<file path="src/pkg/gdr_pkg.sv">
package gdr_pkg;

	// ==========================================================
	// Register map: relative addresses of the readback words.
	localparam logic [15:0] REG_BASE_NUMBER    = 16'h9C41;
	localparam logic [15:0] ADDR_FLOW_RATE     = 16'h0000;
	localparam logic [15:0] ADDR_ALARM1_THRESH = 16'h0001;
	localparam logic [15:0] ADDR_ALARM2_THRESH = 16'h0002;
	localparam logic [15:0] ADDR_ALARM_MODE    = 16'h0003;
	localparam logic [15:0] ADDR_ALARM1_DELAY  = 16'h0004;
	localparam logic [15:0] ADDR_ALARM2_DELAY  = 16'h0005;
	localparam logic [15:0] ADDR_ZERO_SUPPRESS = 16'h0006;
	localparam logic [15:0] ADDR_GAS_NAME_12   = 16'h0008;
	localparam logic [15:0] ADDR_GAS_NAME_34   = 16'h0009;
	localparam logic [15:0] ADDR_UNIT          = 16'h000A;
	localparam logic [15:0] ADDR_SERIAL_12     = 16'h000C;
	localparam logic [15:0] ADDR_SERIAL_34     = 16'h000D;
	localparam logic [15:0] ADDR_SERIAL_56     = 16'h000E;
	localparam logic [15:0] ADDR_SERIAL_78     = 16'h000F;
	localparam logic [15:0] ADDR_TEST_MODE     = 16'h0010;
	localparam logic [15:0] ADDR_TEST_GAS      = 16'h0011;
	localparam logic [15:0] ADDR_SENSOR_CURR   = 16'h0012;
	localparam logic [15:0] ADDR_SENSITIVITY   = 16'h0013;
	localparam logic [15:0] ADDR_CAL_CODE_12   = 16'h0014;
	localparam logic [15:0] ADDR_CAL_CODE_34   = 16'h0015;
	localparam logic [15:0] ADDR_CAL_LEVEL     = 16'h0016;
	localparam logic [15:0] ADDR_LIN_POINT_1   = 16'h0018;
	localparam int          REG_SLOTS          = 25;

	// ==========================================================
	// Protocol codes and word encodings.
	localparam logic [7:0]  FUNC_READ_HOLDING  = 8'h03;
	localparam logic [7:0]  EXC_FUNC_FLAG      = 8'h80;
	localparam logic [7:0]  EXC_NONE           = 8'h00;
	localparam logic [7:0]  EXC_ILLEGAL_FUNC   = 8'h01;
	localparam logic [7:0]  EXC_ILLEGAL_ADDR   = 8'h02;
	localparam logic [7:0]  EXC_ILLEGAL_VALUE  = 8'h03;
	localparam logic [15:0] MAX_QUANTITY       = 16'h007D;
	localparam logic [7:0]  ASCII_SPACE        = 8'h20;
	localparam logic [15:0] MODE_HIGH_HIGH     = 16'h0000;
	localparam logic [15:0] MODE_LOW_LOW       = 16'h0001;
	localparam logic [15:0] MODE_HIGH_LOW      = 16'h0002;
	localparam logic [15:0] UNIT_NONE          = 16'h0000;
	localparam logic [15:0] UNIT_PPM           = 16'h000A;
	localparam logic [15:0] UNIT_PPB           = 16'h0014;
	localparam logic [15:0] UNIT_PERCENT       = 16'h001E;
	localparam logic [15:0] UNIT_PERCENT_LEL   = 16'h0028;
	localparam logic [15:0] TEST_MODE_ON       = 16'h0001;
	localparam logic [15:0] TEST_MODE_OFF      = 16'h0000;
	localparam logic [15:0] WORD_RESET         = 16'h0000;

	// ==========================================================
	// Types.
	typedef enum logic [1:0] {
		GDR_MODE_HH,
		GDR_MODE_LL,
		GDR_MODE_HL
	} gdr_alarm_mode_t;

	typedef enum logic [2:0] {
		GDR_UNIT_NONE,
		GDR_UNIT_PPM,
		GDR_UNIT_PPB,
		GDR_UNIT_PERCENT,
		GDR_UNIT_LEL
	} gdr_unit_t;

	// Live detector values; character 0 is the first character.
	typedef struct packed {
		logic [15:0]      flowRate;
		logic [15:0]      firstAlarmThreshold;
		logic [15:0]      secondAlarmThreshold;
		gdr_alarm_mode_t  alarmMode;
		logic [15:0]      firstAlarmDelay;
		logic [15:0]      secondAlarmDelay;
		logic [15:0]      zeroSuppression;
		logic [7:0][7:0]  gasName;
		logic [3:0]       gasNameLength;
		gdr_unit_t        unit;
		logic [7:0][7:0]  serialChars;
		logic [3:0]       serialLength;
		logic             testModeActive;
		logic [15:0]      testGasLevel;
		logic [15:0]      sensorCurrentScaled;
		logic [15:0]      sensitivityScaled;
		logic [2:0][7:0]  calCode;
		logic [15:0]      calGasLevel;
		logic [7:0]       linInputPercent;
		logic [7:0]       linOutputPercent;
	} gdr_values_t;

	typedef struct packed {
		logic [7:0]  func;
		logic [15:0] startAddr;
		logic [15:0] quantity;
	} gdr_req_t;

	typedef struct packed {
		logic [15:0] word;
		logic        last;
	} gdr_resp_t;

	typedef struct packed {
		logic [7:0] func;
		logic [7:0] code;
	} gdr_exc_t;

endpackage

</file>
<file path="src/hw/gdr_readback_registers.sv">
// Overview of operation
// - Requests name relative addresses; register 40001 is relative address zero.
// - Word 0x0 returns measured flow rate in millilitres, unsigned.
// - Words 0x1 and 0x2 return alarm thresholds in percent of full scale.
// - Alarm mode word: 0 high-high, 1 low-low, 2 high-low.
// - Words 0x4 and 0x5 return alarm delays in seconds.
// - Word 0x6 returns zero suppression percentage, oxygen band around 21vol%.
// - Gas name: four ASCII characters, earlier in high byte, space padded.
// - Names longer than four characters return only the first four.
// - Unit word: 0 none, 10 ppm, 20 ppb, 30 percent, 40 LEL.
// - Serial: eight ASCII characters in four words, high byte first, space padded.
// - Test mode word reads 1 while active, 0 while inactive.
// - Test gas concentration word in percent, unsigned.
// - Sensor current word is milliamperes times 100.
// - Sensitivity word is factor times 100.
// - Calibration code: three characters in two words, fourth byte space.
// - Calibration gas concentration word in percent, unsigned.
// - Linearisation point: input percent high byte, output percent low byte.
// - Unmapped register address answers exception code 2.
// - Exception answer carries received function code plus 0x80.
module gdr_readback_registers (
	// Clock and reset.
	input  wire logic                 clk,
	input  wire logic                 reset,
	// Live detector values.
	input  wire gdr_pkg::gdr_values_t values,
	// Decoded read request from the protocol front end.
	input  wire logic                 reqValid,
	input  wire gdr_pkg::gdr_req_t    req,
	output logic                      reqReady,
	// Response words.
	output logic                      respValid,
	output gdr_pkg::gdr_resp_t        resp,
	// Exception answer.
	output logic                      excValid,
	output gdr_pkg::gdr_exc_t         exc
);

	// ==========================================================
	// Timing of one request.
	// A request is taken at a rising edge where reqValid and reqReady are both high.
	// The live values are copied into snapWords at that same edge, so every word
	// of the answer shows the detector as it stood when the request was taken.
	// reqReady falls at the accepting edge and stays low until the answer ends.
	// Function code and quantity are judged at once; a fault there is answered
	// one cycle after acceptance, ahead of any address check.
	// Addresses are then checked one per cycle, from startAddr upwards.
	// The first unmapped address ends the request with an address exception.
	// When all addresses pass, the walker rewinds to startAddr and the words
	// stream out one per cycle, with resp.last set on the final word.
	// A request of q words that succeeds ends 2q cycles after acceptance.
	// reqReady rises at the same edge as excValid or the final respValid,
	// so the next request can be taken at the following edge.
	// A front end must hold reqValid and req steady until it sees reqReady.
	// excValid lasts one cycle, respValid one cycle per word (q cycles in a row for q words); resp and exc keep
	// their contents until the next word or exception overwrites them or reset clears them.

	// Hazard: snapWords holds only REG_SLOTS words, so the stream index is the
	// low five bits of curAddr; the address check keeps that index in range.
	// Limitation: a request that touches a hole is refused as a whole, and a
	// partial answer is never sent.
	// Limitation: exc.func wraps around for a received function code of 0x80
	// or above, since the field is one byte wide.

	// ==========================================================
	// Word map of the bank, by relative address.
	// Address 0x00 holds the measured flow rate.
	// Addresses 0x01 and 0x02 hold the first and second alarm thresholds.
	// Address 0x03 holds the alarm mode code.
	// Addresses 0x04 and 0x05 hold the first and second alarm delays.
	// Address 0x06 holds the zero suppression value.
	// Address 0x07 is a hole and is refused.
	// Addresses 0x08 and 0x09 hold the target gas name, two characters each.
	// Address 0x0A holds the measurement unit code.
	// Address 0x0B is a hole and is refused.
	// Addresses 0x0C to 0x0F hold the sensor serial text, two characters each.
	// Address 0x10 holds the test mode state.
	// Address 0x11 holds the test gas concentration.
	// Addresses 0x12 and 0x13 hold the scaled sensor current and sensitivity.
	// Addresses 0x14 and 0x15 hold the calibration gas code and a space.
	// Address 0x16 holds the calibration gas concentration.
	// Address 0x17 is a hole and is refused.
	// Address 0x18 holds the first linearisation point.
	// Every address above 0x18 is refused.

	// Text words carry the earlier character in the high byte.
	// A character position at or beyond the given length reads as a space.
	// Only four name characters exist in the map, so longer names are cut.
	// The calibration code always ends with a space in its fourth byte.

	// ==========================================================
	// Word formatting helpers.

	// Returns a character, or a space where the text has ended.
	function automatic logic [7:0] padChar(
		input logic [7:0] c,
		input logic [3:0] pos,
		input logic [3:0] len
	);
		padChar = (pos < len) ? c : gdr_pkg::ASCII_SPACE;
	endfunction

	// Builds the word that a given relative address returns.
	function automatic logic [15:0] wordAt(
		input logic [15:0]          addr,
		input gdr_pkg::gdr_values_t v
	);
		logic [15:0] w;
		w = gdr_pkg::WORD_RESET;
		case (addr)
			gdr_pkg::ADDR_FLOW_RATE:     w = v.flowRate;
			gdr_pkg::ADDR_ALARM1_THRESH: w = v.firstAlarmThreshold;
			gdr_pkg::ADDR_ALARM2_THRESH: w = v.secondAlarmThreshold;
			gdr_pkg::ADDR_ALARM_MODE:
			begin
				case (v.alarmMode)
					gdr_pkg::GDR_MODE_LL: w = gdr_pkg::MODE_LOW_LOW;
					gdr_pkg::GDR_MODE_HL: w = gdr_pkg::MODE_HIGH_LOW;
					default:              w = gdr_pkg::MODE_HIGH_HIGH;
				endcase
			end
			gdr_pkg::ADDR_ALARM1_DELAY:  w = v.firstAlarmDelay;
			gdr_pkg::ADDR_ALARM2_DELAY:  w = v.secondAlarmDelay;
			gdr_pkg::ADDR_ZERO_SUPPRESS: w = v.zeroSuppression;
			// Only character positions 0 to 3 are ever fetched, so longer names truncate.
			gdr_pkg::ADDR_GAS_NAME_12:
				w = {padChar(v.gasName[0], 4'h0, v.gasNameLength),
				     padChar(v.gasName[1], 4'h1, v.gasNameLength)};
			gdr_pkg::ADDR_GAS_NAME_34:
				w = {padChar(v.gasName[2], 4'h2, v.gasNameLength),
				     padChar(v.gasName[3], 4'h3, v.gasNameLength)};
			gdr_pkg::ADDR_UNIT:
			begin
				case (v.unit)
					gdr_pkg::GDR_UNIT_PPM:     w = gdr_pkg::UNIT_PPM;
					gdr_pkg::GDR_UNIT_PPB:     w = gdr_pkg::UNIT_PPB;
					gdr_pkg::GDR_UNIT_PERCENT: w = gdr_pkg::UNIT_PERCENT;
					gdr_pkg::GDR_UNIT_LEL:     w = gdr_pkg::UNIT_PERCENT_LEL;
					default:                   w = gdr_pkg::UNIT_NONE;
				endcase
			end
			gdr_pkg::ADDR_SERIAL_12:
				w = {padChar(v.serialChars[0], 4'h0, v.serialLength),
				     padChar(v.serialChars[1], 4'h1, v.serialLength)};
			gdr_pkg::ADDR_SERIAL_34:
				w = {padChar(v.serialChars[2], 4'h2, v.serialLength),
				     padChar(v.serialChars[3], 4'h3, v.serialLength)};
			gdr_pkg::ADDR_SERIAL_56:
				w = {padChar(v.serialChars[4], 4'h4, v.serialLength),
				     padChar(v.serialChars[5], 4'h5, v.serialLength)};
			gdr_pkg::ADDR_SERIAL_78:
				w = {padChar(v.serialChars[6], 4'h6, v.serialLength),
				     padChar(v.serialChars[7], 4'h7, v.serialLength)};
			gdr_pkg::ADDR_TEST_MODE:
				w = v.testModeActive ? gdr_pkg::TEST_MODE_ON : gdr_pkg::TEST_MODE_OFF;
			gdr_pkg::ADDR_TEST_GAS:      w = v.testGasLevel;
			gdr_pkg::ADDR_SENSOR_CURR:   w = v.sensorCurrentScaled;
			gdr_pkg::ADDR_SENSITIVITY:   w = v.sensitivityScaled;
			gdr_pkg::ADDR_CAL_CODE_12:   w = {v.calCode[0], v.calCode[1]};
			gdr_pkg::ADDR_CAL_CODE_34:   w = {v.calCode[2], gdr_pkg::ASCII_SPACE};
			gdr_pkg::ADDR_CAL_LEVEL:     w = v.calGasLevel;
			gdr_pkg::ADDR_LIN_POINT_1:   w = {v.linInputPercent, v.linOutputPercent};
			default:                     w = gdr_pkg::WORD_RESET;
		endcase
		wordAt = w;
	endfunction

	// Tells whether a relative address holds a readback word.
	function automatic logic isMapped(input logic [15:0] addr);
		isMapped = (addr <= gdr_pkg::ADDR_LIN_POINT_1) &&
		           (addr != 16'h0007) && (addr != 16'h000B) && (addr != 16'h0017);
	endfunction

	// ==========================================================
	// Control state.
	typedef enum logic [1:0] {
		GDR_IDLE,
		GDR_CHECK,
		GDR_STREAM
	} gdr_state_t;

	gdr_state_t  state;
	logic [15:0] curAddr;
	logic [15:0] remaining;
	logic [15:0] startAddr;
	logic [15:0] quantity;
	logic [7:0]  reqFunc;
	logic [7:0]  preCode;
	logic [15:0] snapWords [0:gdr_pkg::REG_SLOTS-1];
	logic        accept;
	logic [7:0]  next_preCode;
	logic        lastStep;
	logic        checkFail;
	logic        streamDone;

	// A request is taken only while the block is idle.
	assign accept = reqValid && reqReady;

	// Function and quantity faults are known as soon as the request arrives.
	always_comb
	begin
		if (req.func != gdr_pkg::FUNC_READ_HOLDING)
			next_preCode = gdr_pkg::EXC_ILLEGAL_FUNC;
		else if ((req.quantity == 16'h0000) || (req.quantity > gdr_pkg::MAX_QUANTITY))
			next_preCode = gdr_pkg::EXC_ILLEGAL_VALUE;
		else
			next_preCode = gdr_pkg::EXC_NONE;
	end

	// ==========================================================
	// Snapshot of every word, taken when a request is accepted.
	for (genvar g = 0; g < gdr_pkg::REG_SLOTS; g++)
	begin : gSnap
		always_ff @(posedge clk or posedge reset)
		begin
			if (reset)
				snapWords[g] <= gdr_pkg::WORD_RESET;
			else if (accept)
				snapWords[g] <= wordAt(16'(g), values);
		end
	end

	// ==========================================================
	// Sequencer: checks every address of the request, then streams words.
	// Each concern below has its own process; they share the decode that follows.

	// The word counter reaches its final step when one word is left.
	assign lastStep = (remaining == 16'h0001);

	// A check cycle fails on an early fault or on an address outside the map.
	assign checkFail = (state == GDR_CHECK) &&
	                   ((preCode != gdr_pkg::EXC_NONE) || !isMapped(curAddr));

	// The final word of an answer leaves the stream state.
	assign streamDone = (state == GDR_STREAM) && lastStep;

	// Control state: idle, then the address checks, then the word stream.
	always_ff @(posedge clk or posedge reset)
	begin
		if (reset)
			state <= GDR_IDLE;
		else
		begin
			case (state)
				GDR_IDLE:
				begin
					if (accept)
						state <= GDR_CHECK;
				end
				GDR_CHECK:
				begin
					if (checkFail)
						state <= GDR_IDLE;
					else if (lastStep)
						state <= GDR_STREAM;
				end
				GDR_STREAM:
				begin
					if (lastStep)
						state <= GDR_IDLE;
				end
				default:
					state <= GDR_IDLE;
			endcase
		end
	end

	// Request capture: keeps the fields that the later cycles still need.
	always_ff @(posedge clk or posedge reset)
	begin
		if (reset)
		begin
			startAddr <= 16'h0000;
			quantity  <= 16'h0000;
			reqFunc   <= 8'h00;
			preCode   <= 8'h00;
		end
		else if (accept)
		begin
			// The front end already subtracted the 40001 base.
			startAddr <= req.startAddr;
			quantity  <= req.quantity;
			reqFunc   <= req.func;
			preCode   <= next_preCode;
		end
	end

	// Address walker: steps through the request once to check it, once to stream it.
	always_ff @(posedge clk or posedge reset)
	begin
		if (reset)
		begin
			curAddr   <= 16'h0000;
			remaining <= 16'h0000;
		end
		else if (accept)
		begin
			curAddr   <= req.startAddr;
			remaining <= req.quantity;
		end
		else if ((state == GDR_CHECK) && !checkFail && lastStep)
		begin
			// Every address passed, so the walker rewinds for the stream.
			curAddr   <= startAddr;
			remaining <= quantity;
		end
		else if (((state == GDR_CHECK) && !checkFail) || (state == GDR_STREAM))
		begin
			curAddr   <= curAddr + 16'h0001;
			remaining <= remaining - 16'h0001;
		end
	end

	// Handshake: ready while idle, low from the accepting edge to the answer.
	always_ff @(posedge clk or posedge reset)
	begin
		if (reset)
			reqReady <= 1'b0;
		else if (accept)
			reqReady <= 1'b0;
		else if ((state != GDR_CHECK) && (state != GDR_STREAM))
			reqReady <= 1'b1;
		else if (checkFail || streamDone)
			reqReady <= 1'b1;
	end

	// Word output: one word a cycle in ascending order, high byte in word[15:8].
	always_ff @(posedge clk or posedge reset)
	begin
		if (reset)
		begin
			respValid <= 1'b0;
			resp      <= '0;
		end
		else
		begin
			respValid <= (state == GDR_STREAM);
			if (state == GDR_STREAM)
			begin
				resp.word <= snapWords[curAddr[4:0]];
				resp.last <= lastStep;
			end
		end
	end

	// Exception output: an early fault code takes precedence over an address fault.
	always_ff @(posedge clk or posedge reset)
	begin
		if (reset)
		begin
			excValid <= 1'b0;
			exc      <= '0;
		end
		else
		begin
			excValid <= checkFail;
			if (checkFail)
			begin
				exc.func <= reqFunc + gdr_pkg::EXC_FUNC_FLAG;
				if (preCode != gdr_pkg::EXC_NONE)
					exc.code <= preCode;
				else
					exc.code <= gdr_pkg::EXC_ILLEGAL_ADDR;
			end
		end
	end

endmodule

</file>
<file path="config.mk">
export PLATFORM = sky130hd
export DESIGN_NAME = gdr_readback_registers
export DESIGN_NICKNAME = d
export VERILOG_FILES = /design/src/pkg/gdr_pkg.sv /design/src/hw/gdr_readback_registers.sv
export SDC_FILE = /design/constraint.sdc
export NUM_CORES = 1
export LEC_CHECK = 0
export ABC_AREA = 1
export BUFFER_PORTS_ARGS = -buffer_cell sky130_fd_sc_hd__buf_4
export CORE_MARGIN = 5
export CORE_UTILIZATION = 29
export CTS_BUF_LIST = sky130_fd_sc_hd__clkbuf_4 sky130_fd_sc_hd__clkbuf_8
export CTS_CLUSTER_DIAMETER = 120
export CTS_CLUSTER_SIZE = 30
export DETAILED_ROUTE_END_ITERATION = 6
export GPL_ROUTABILITY_DRIVEN = 0
export HOLD_SLACK_MARGIN = 0.08
export PLACE_DENSITY = 0.5
export RECOVER_POWER = 50
export SYNTH_ARGS = -nofsm -noshare
export SYNTH_HDL_FRONTEND = slang
export SYNTH_SLANG_ARGS = --single-unit
</file>
<file path="constraint.sdc">
create_clock -name clk -period 13.79 [get_ports clk]
set_input_delay 0 -clock clk [delete_from_list [all_inputs] [get_ports clk]]
set_output_delay 0 -clock clk [all_outputs]
set_load 0.01 [all_outputs]
</file>
### Yosys cells after proc, flatten, opt, wreduce, memory -nomap -nowiden

Index checks and enable logic that the tools add are counted.

* add/sub/neg operators: 3
* multiply operators: 0
* divide/modulo/power cells: 0
* $lt $le $gt $ge: 15
* equality and inequality tests: 18
* shift-type cells: 0
* muxes and demuxes: 35
* bitwise gates (word level): 1
* reductions and logical operators: 21

Operators with widths (count)
* 16-bit two-way mux: 8
* 8-bit two-way mux: 13
* 16-bit binary-select mux with 5-bit select: 1
* 6-bit one-hot mux with 4 select lines: 1
* 16-bit by 1-bit adder with 16-bit output, second input constant: 1
* 16-bit by 1-bit equality test with 1-bit output, second input constant: 1
* 16-bit by 7-bit greater-than comparator with 1-bit output, second input constant: 1
* 16-bit by 5-bit <= comparator with 1-bit output, second input constant: 1
* 16-bit zero test: 1
* 1-bit by 4-bit < comparator with 1-bit output, first input constant: 4
* 2-bit by 4-bit < comparator with 1-bit output, first input constant: 4
* 3-bit by 4-bit < comparator with 1-bit output, first input constant: 4
* 16-bit by 3-bit inequality test with 1-bit output, second input constant: 1
* 16-bit by 4-bit inequality test with 1-bit output, second input constant: 1
* 16-bit by 5-bit inequality test with 1-bit output, second input constant: 1
* 16-bit by 1-bit subtractor with 16-bit output, second input constant: 1
* 2-bit two-way mux: 6
* 1-bit logical AND: 9
* 8-bit adder, second input constant: 1
* 8-bit by 2-bit inequality test with 1-bit output, second input constant: 1
* 8-bit nonzero test: 1
* 3-bit by 2-bit equality test with 1-bit output, second input constant: 2
* 6-bit greater-or-equal comparator, second input constant: 1
* 2-bit inequality test, second input constant: 3
* 15 further kinds: 25

* bits in registers: 463
* latch bits: 0
* RAM bits: 0
* bits in read-only memories: 0
* input port bits: 385
* output and inout port bits: 36
* memories kept: 0

### Depth between registers and ports, before layout

Gate-level depths: netlist of run 1.

* word-level depth: 13
* depth in mapped cells: 15

### Worst setup path before layout of run 1

No wires, ideal clock.

* kind: register to register
* from: register curAddr[0]
* to: register curAddr[4]
* setup time: 117 ps
* arrival time: 2094 ps
* data required time: 13673 ps
* setup slack: 11580 ps
* stages on the path, launching flop included: 15
* clock period less this slack: 2210 ps
* path through: dfrtp_1 inv_2 buf_2 clkbuf_1 ha_1 nand2_1 nand2_1 nand3_2 nor2_4 nand2_2 nand3_4 inv_2 buf_2 nand2_1 nand2_1

* longest elaborated chain between the ends: 12
* elaborated cells between the ends (all ways): 19
* those cells by class: add/sub (1); order compare (1); eq/ne (3); mux (3); reduce/logical (11)

Ends and longest elaborated chain
* start, declared: line gdr_readback_registers.sv:183 `logic [15:0] curAddr;`
* start signal, assigned: line gdr_readback_registers.sv:298 `curAddr <= req.startAddr;`
* start signal, assigned: line gdr_readback_registers.sv:304 `curAddr <= startAddr;`
* start signal, assigned: line gdr_readback_registers.sv:309 `curAddr <= curAddr + 16'h0001;`
* 16-bit by 5-bit <= comparator with 1-bit output / 16-bit by 3-bit inequality test with 1-bit output (equally long branches): line gdr_readback_registers.sv:170, gdr_readback_registers.sv:171
* 1-bit logical AND: line gdr_readback_registers.sv:170 `isMapped = (addr <= gdr_pkg::ADDR_LIN_POINT_1) &&`
* 1-bit logical AND (2 in series): line gdr_readback_registers.sv:171 `(addr != 16'h0007) && (addr != 16'h000B) && (addr != 16'h0017);`
* 1-bit zero test: line gdr_readback_registers.sv:232 `((preCode != gdr_pkg::EXC_NONE) || !isMapped(curAddr));`
* 1-bit logical OR: line gdr_readback_registers.sv:232
* 1-bit logical AND: line gdr_readback_registers.sv:231 `assign checkFail = (state == GDR_CHECK) &&`
* 1-bit zero test: line gdr_readback_registers.sv:301, gdr_readback_registers.sv:307
* 1-bit logical AND: line gdr_readback_registers.sv:301, gdr_readback_registers.sv:307
* 1-bit logical AND: line gdr_readback_registers.sv:301 `else if ((state == GDR_CHECK) && !checkFail && lastStep)`
* 16-bit two-way mux: line gdr_readback_registers.sv:301
* 16-bit two-way mux: line gdr_readback_registers.sv:296 `else if (accept)`

Several ways; a longest one is shown, not always the timed one. The select of a mux whose other input is x is not followed.
A chain may end at the register's enable or synchronous reset.

### Worst setup path after layout of run 1

* from: register reqReady
* to: register snapWords[189] (netlist name)

* longest elaborated chain between the ends: 1

Ends and longest elaborated chain
* start, declared: line gdr_readback_registers.sv:30 `output logic reqReady,`
* start signal, assigned: line gdr_readback_registers.sv:318 `reqReady <= 1'b0;`
* start signal, assigned: line gdr_readback_registers.sv:320 `reqReady <= 1'b0;`
* start signal, assigned: line gdr_readback_registers.sv:322 `reqReady <= 1'b1;`
* 1-bit logical AND: line gdr_readback_registers.sv:197 `assign accept = reqValid && reqReady;`
* end signal, assigned by index: line gdr_readback_registers.sv:217 `snapWords[g] <= gdr_pkg::WORD_RESET;`
* end signal, assigned by index: line gdr_readback_registers.sv:219 `snapWords[g] <= wordAt(16'(g), values);`
* end, declared: line gdr_readback_registers.sv:189 `logic [15:0] snapWords [0:gdr_pkg::REG_SLOTS-1];`

Every way passes these cells.

==> results of run 1 <==
-- final timing paths --
| kind | startpoint | to | cells after the start |
|---|---|---|---|
| worst max-delay path | reqReady | snapWords[189] | 6 |
| worst max register to register | reqReady | snapWords[189] | 6 |
| worst min register to register | reqFunc[6] | exc[14] | 2 |
| max in group asynchronous | reset | snapWords[3] | 6 |
| worst min-delay path | values[4] | snapWords[4] | 4 |
| min in group asynchronous | reset | excValid | 4 |
-- worst max-delay path: stages, from the launching register on --
cell,delay (ps)
dfrtp_1,450
nand2_1,1050
clkbuf_1,2270
clkbuf_1,3060
nor2_1,210
a21oi_1,300
dlygate4sd3_1,570
-- synth_stat cells (all sizes together) --
cell type,n
o211ai,23
clkbuf,83
o21ai,228
xnor2,3
o221ai,1
o21a,1
nor4,3
nor2,143
buf,68
a21boi,1
or2,4
dfrtp,410
o2111ai,3
nand4,23
a22oi,10
inv,196
o21bai,1
nand2,1130
and3,1
clkinv,1
a31oi,1
nor3,14
o31ai,1
nand3,165
conb,1
ha,7
xor2,10
nand3b,3
o22ai,20
a21oi,86
-- per-stage QoR --
stage	hold WS [ps]	setup WS [ps]	utilization [%]	instance area [sq um]	std cells
finish	120	5670	44.3	30300	4482
global route	83.5	4990	44.3	30300	4477
CTS	81.7	9910	44.5	30400	4471
detailed placement	107	9990	34.3	23400	3781
global placement	108	10020	34.3	23400	3781
floorplan	99.3	2380	-	19900	2646
-- layout by cell type (no fill, tap or decap), types with 7 or more instances in the layout --
| cell | count |
|---|---|
| inv_1 | 187 |
| o21ai_0 | 205 |
| dlygate4sd3_1 | 667 |
| nand4_1 | 23 |
| diode_2 | 11 |
| a21oi_1 | 81 |
| a22oi_1 | 10 |
| xor2_1 | 10 |
| o211ai_1 | 23 |
| nor2_1 | 135 |
| o21ai_1 | 23 |
| nand2_1 | 1126 |
| clkbuf_1 | 37 |
| dfrtp_1 | 408 |
| ha_1 | 7 |
| buf_4 | 366 |
| o22ai_1 | 20 |
| clkbuf_8 | 18 |
| nand3_1 | 162 |
| nor3_1 | 14 |
-- cell families after synthesis --
kind of cell,share of synthesized area (%)
compound gates,10.2
buf+inv,7.17
xor+xnor,0.572
simple gates,30.0
other cells,0.0188
fa+ha+maj,0.440
flops,51.5
-- state kept, by name, indices dropped and copies added, names as in the netlist --
signal	cells
curAddr	16
exc	10
excValid	1
preCode	2
quantity	16
remaining	16
reqFunc	8
reqReady	1
resp	17
respValid	1
snapWords	304
startAddr	16
state	2
-- metal layers --
metal	share of wire, %	vias up	GRT usage [%]
li1	-	10197	-
met1	42	10426	27.3
met2	49	629	37.4
met3	5.5	140	3.91
met4	3.6	10	7.40
met5	0.054	-	0
-- power by group through the flow --
stage | registers (mW) | logic [mW] | clock network [mW]
5_1_grt | 1.95 | 2.29 | 0.606
3_3_place_gp | 1.91 | 1.80 | 0
6_report | 1.90 | 2.05 | 0.540
3_5_place_dp | 1.92 | 1.82 | 0
2_1_floorplan | 1.86 | 1.20 | 0
4_1_cts | 1.89 | 2.06 | 0.571
-- layout make-up --
type / instances / area (sq um) / share of cell area, %
timing repair buffer: 1071 / 9570 / 31.6
multi-input combinational: 1888 / 8250 / 27.2
clock inverter: 3 / 58.8 / 0.194
tap: 882 / 1100 / 3.65
inverter: 197 / 744 / 2.46
clock buffer: 20 / 263 / 0.868
sequential: 410 / 10300 / 33.9
antenna: 11 / 27.5 / 0.0909
-- what timing repair did --
action | 4_1_cts | 5_1_grt
endpoints found under the hold margin | 451 | 0
endpoints found under the setup margin | 0 | 0
hold buffers | 667 | 0
==> impl_metrics.toml, run 1 <==
[die]
die_w_um = 272
start_util_pct = 29.1
core.rowCount = 96
io_pins = 421
die_area_sq_um = 74000
core-area_sq_um = 68300
die_h_um = 272

[drt]
drt_iter0_drc = 1608
vias_per_cell = 4.78
vias = 21402
wl_per_cell_um = 18.4
drc = 0
ant_nets = 0
first_pass_iters = 6
routed_wirelength_mm = 82.6

[grt]
grt-ovfl-total = 0
grt_pass1_vias = 22385
grt_first_pass_wirelength_mm = 127
grt_max_degree = 126
antenna_found_initial = 13
grtUsageTotal_pct = 21.6

[power_and_ir_drop]
internal_power_mw = 2.54
switching_share_pct = 43.4
p_leak_nw = 14.8
clkPwrFrac_pct = 12.0
ir_worst_vdd_uv = 68.3
pwr-share-comb_pct = 45.6
p_seq_share_pct = 42.3
switchingPower_mw = 1.95
power_mw = 4.49
power.density_nw_per_um2 = 148

[run_status]
status = "finished, violations left"
violations = "capacitance limit, slew limit"

[logic_synthesis]
netlist_instances = 2641
ys_ff_latch = 410
syn-cell-area_sq_um = 19900
synth_largest_area_cell = "dfrtp_1"
synthDistinctLibCells = 44
synth_top_area_share_pct = 51.5
syn_area_per_cell_sq_um = 7.54
yosysWarnings = 0
ys_seq_area_share_pct = 51.5
synth.area.top_cells = "dfrtp_1, nand2_1, o21ai_0"

[sta]
setup_viol = 0
max_clock_freq_mhz = 123
slew_headroom_pct = -179
tns_ps = 0
rsz0062_at_grt = "false"
slew_violations = 579
hold_violations = 0
worst_clock_skew_ps = 54.2
fin_crit_ps = 8120
finalCritPeriodShare_pct = 58.9
worst_pin_slew_ps = 4180

[clock_tree]
cts_root_buffer = "clkbuf_8"
cts_tree = "yes"
clock_sinks = 410
postCtsSetupBuffers = 0
clk_pin_slew_ps = 190
cts_resized = 0
h-tree-depth = 1
clk_latency_ps = 670
clk_path_buf_depth = 3
cts_made_buffers = 18

[setup_path]
crit_arrival_ps = 8740
critPathLaunchType = "flop"
critPathKind = "reg2reg"
worstPathMaxFanout = 100
end_kind = "flop"
cp.required_ps = 14410
reg2reg_slack_ps = 5670

[finish]
n_fill_cell = 6672
drive_above_1_share_pct = 11.8
areaGrowthSynthToFinish_pct = 52.1
nNetsFinal = 3978

[run]
drv_cap = 9

[min_path]
hold_class = "in2reg"

[placed_design]
post-dp-hpwl_mm = 54.0
io_buffers = 382
No activity file was read; power rests on OpenSTA's default activity.
==> inputs of run 2 (changes only) <==
Clock period 13.79 ns to 7.99 ns, I/O delays scaled along.
==> impl_metrics.toml, run 2 (synthesized netlist as in run 1, its figures left out) <==
[sta]
setup_viol = 0
fin_ws_ps = 2510
tns_ps = 0
max_clock_freq_mhz = 183
finalCritPeriodShare_pct = 68.6
fin_crit_ps = 5480
slew_headroom_pct = -146
rsz0062_at_grt = "false"
slew_violations = 290
worst_pin_slew_ps = 3690
hold_violations = 0
worst_clock_skew_ps = 55.0

[setup_path]
critical_path.max_stage_delay_ps = 1620
critPathBufInv = 3
end_kind = "flop"
crit_arrival_ps = 6010
cp_top_family = "buffers and inverters"
cp_cell_sequence = "nand2_1 -> inv_8 -> clkbuf_2 -> o21ai_0 -> dlygate4sd3_1 -> o21ai_0"
crit_slowest_cell = "clkbuf_2"
critPathKind = "reg2reg"
critPathMostFrequentCell = "o21ai_0"
cp.required_ps = 8520
worstPathMaxFanout = 121
critPathLaunchType = "flop"

[grt]
antenna_found_initial = 7
grtUsageTotal_pct = 21.5
grt_first_pass_wirelength_mm = 127
grt_max_degree = 238
grt-ovfl-total = 0
grt_pass1_vias = 22021

[clock_tree]
cts_tree = "yes"
clk_latency_ps = 660
cts_root_buffer = "clkbuf_8"
h-tree-depth = 1
clk_path_buf_depth = 3
cts_made_buffers = 18
clock_sinks = 410
clk_pin_slew_ps = 190
cts_resized = 0

[die]
die_h_um = 272
start_util_pct = 29.1
die_area_sq_um = 74000
die_w_um = 272
core.rowCount = 96
core-area_sq_um = 68300
io_pins = 421

[run_status]
status = "finished, violations left"
violations = "capacitance limit, slew limit"

[drt]
drt_iter0_drc = 1429
drc = 0
ant_nets = 0
wl_per_cell_um = 18.5
first_pass_iters = 6
vias = 21178
vias_per_cell = 4.77
routed_wirelength_mm = 82.2

[power_and_ir_drop]
p_leak_nw = 14.6
power_mw = 7.72
power.density_nw_per_um2 = 258
ir_worst_vdd_uv = 126

[placed_design]
pre_cts_ws_ps = 4270
placedCellCount = 3777
io_buffers = 382
post-dp-hpwl_mm = 53.2

[finish]
mostFrequentLayoutCell = "nand2_1"
n_fill_cell = 6670
regMostFlops = "snapWords"
multi_input_area_sq_um = 8240
largest_register_ffs = 304
fin_cells = 4437
drive_above_1_share_pct = 12.0
ff_latch_area_sq_um = 10300
final_cell_mix = "nand2_1, dlygate4sd3_1, dfrtp_1"
areaGrowthSynthToFinish_pct = 50.2
nNetsFinal = 3934
reg_top3 = "snapWords: 304 flops, resp: 17 flops"

[run]
drv_cap = 6

[min_path]
hold_class = "in2reg"
run 2: cell count changes in the layout (fill, tap and decap cells not counted), moves of 2 or more:
cell | before | now
dlygate4sd3_1 | 667 | 627
inv_8 | 0 | 2
clkbuf_1 | 37 | 32
diode_2 | 11 | 8
buf_12 | 0 | 3
buf_4 | 366 | 363
run 2: final timing paths:
check | from | end | slack (ps) | cells after the start
max | reqReady | snapWords[149] | 2510 | 6
min | values[177] | snapWords[263] | 90 | 5
max reg2reg | reqReady | snapWords[149] | 2510 | 6
min reg2reg | reqFunc[6] | exc[14] | 490 | 2
max in group asynchronous | reset | resp[0] | 3100 | 5
min in group asynchronous | reset | reqFunc[4] | 820 | 4
run 2: layer usage:
metal / GRT usage [%] / vias to the layer above / part of all wire, %
met2: 37.6 / 599 / 49
met4: 6.06 / 2 / 2.9
met5: 0 / - / 0.016
met3: 3.00 / 136 / 4.6
li1: - / 10107 / -
met1: 28.0 / 10334 / 43
run 2: cell type report:
| cell class | count | share of cell area (%) |
|---|---|---|
| clock inverters | 4 | 0.163 |
| multi-input cells | 1888 | 27.6 |
| diodes | 8 | 0.0670 |
| clock buffers | 21 | 0.925 |
| well taps | 882 | 3.69 |
| repair buffers | 1027 | 30.7 |
| inverters | 197 | 2.51 |
| flip-flops and latches | 410 | 34.3 |
run 2: worst register-to-register path, cell delays in order, from the launching register on:
cell           delay, ps
dfrtp_1              420
nand2_1             1050
inv_8               1040
clkbuf_2            1710
o21ai_0              380
dlygate4sd3_1        680
o21ai_0               70
run 2: what timing repair did:
item                                   in CTS  in global routing
endpoints found under the hold margin     408                  0
hold buffers                              627                  0
buffers inserted                            0                  0
run 2: power by group:
part,total (mW),leakage [nW],internal [mW],switching (mW)
logic,3.51,9.40,1.28,2.23
registers,3.27,5.07,2.85,0.420
clock network,0.941,0.170,0.242,0.699
run 2: through the flow:
stage	instance area, sq um	hold slack [ps]	utilization (%)
after CTS	30000	80.1	43.9
after global placement	23400	147	34.3
final	29900	94.6	43.7
after detailed placement	23400	158	34.3
after global routing	29900	84.3	43.7
after floorplan	19900	99.3	-
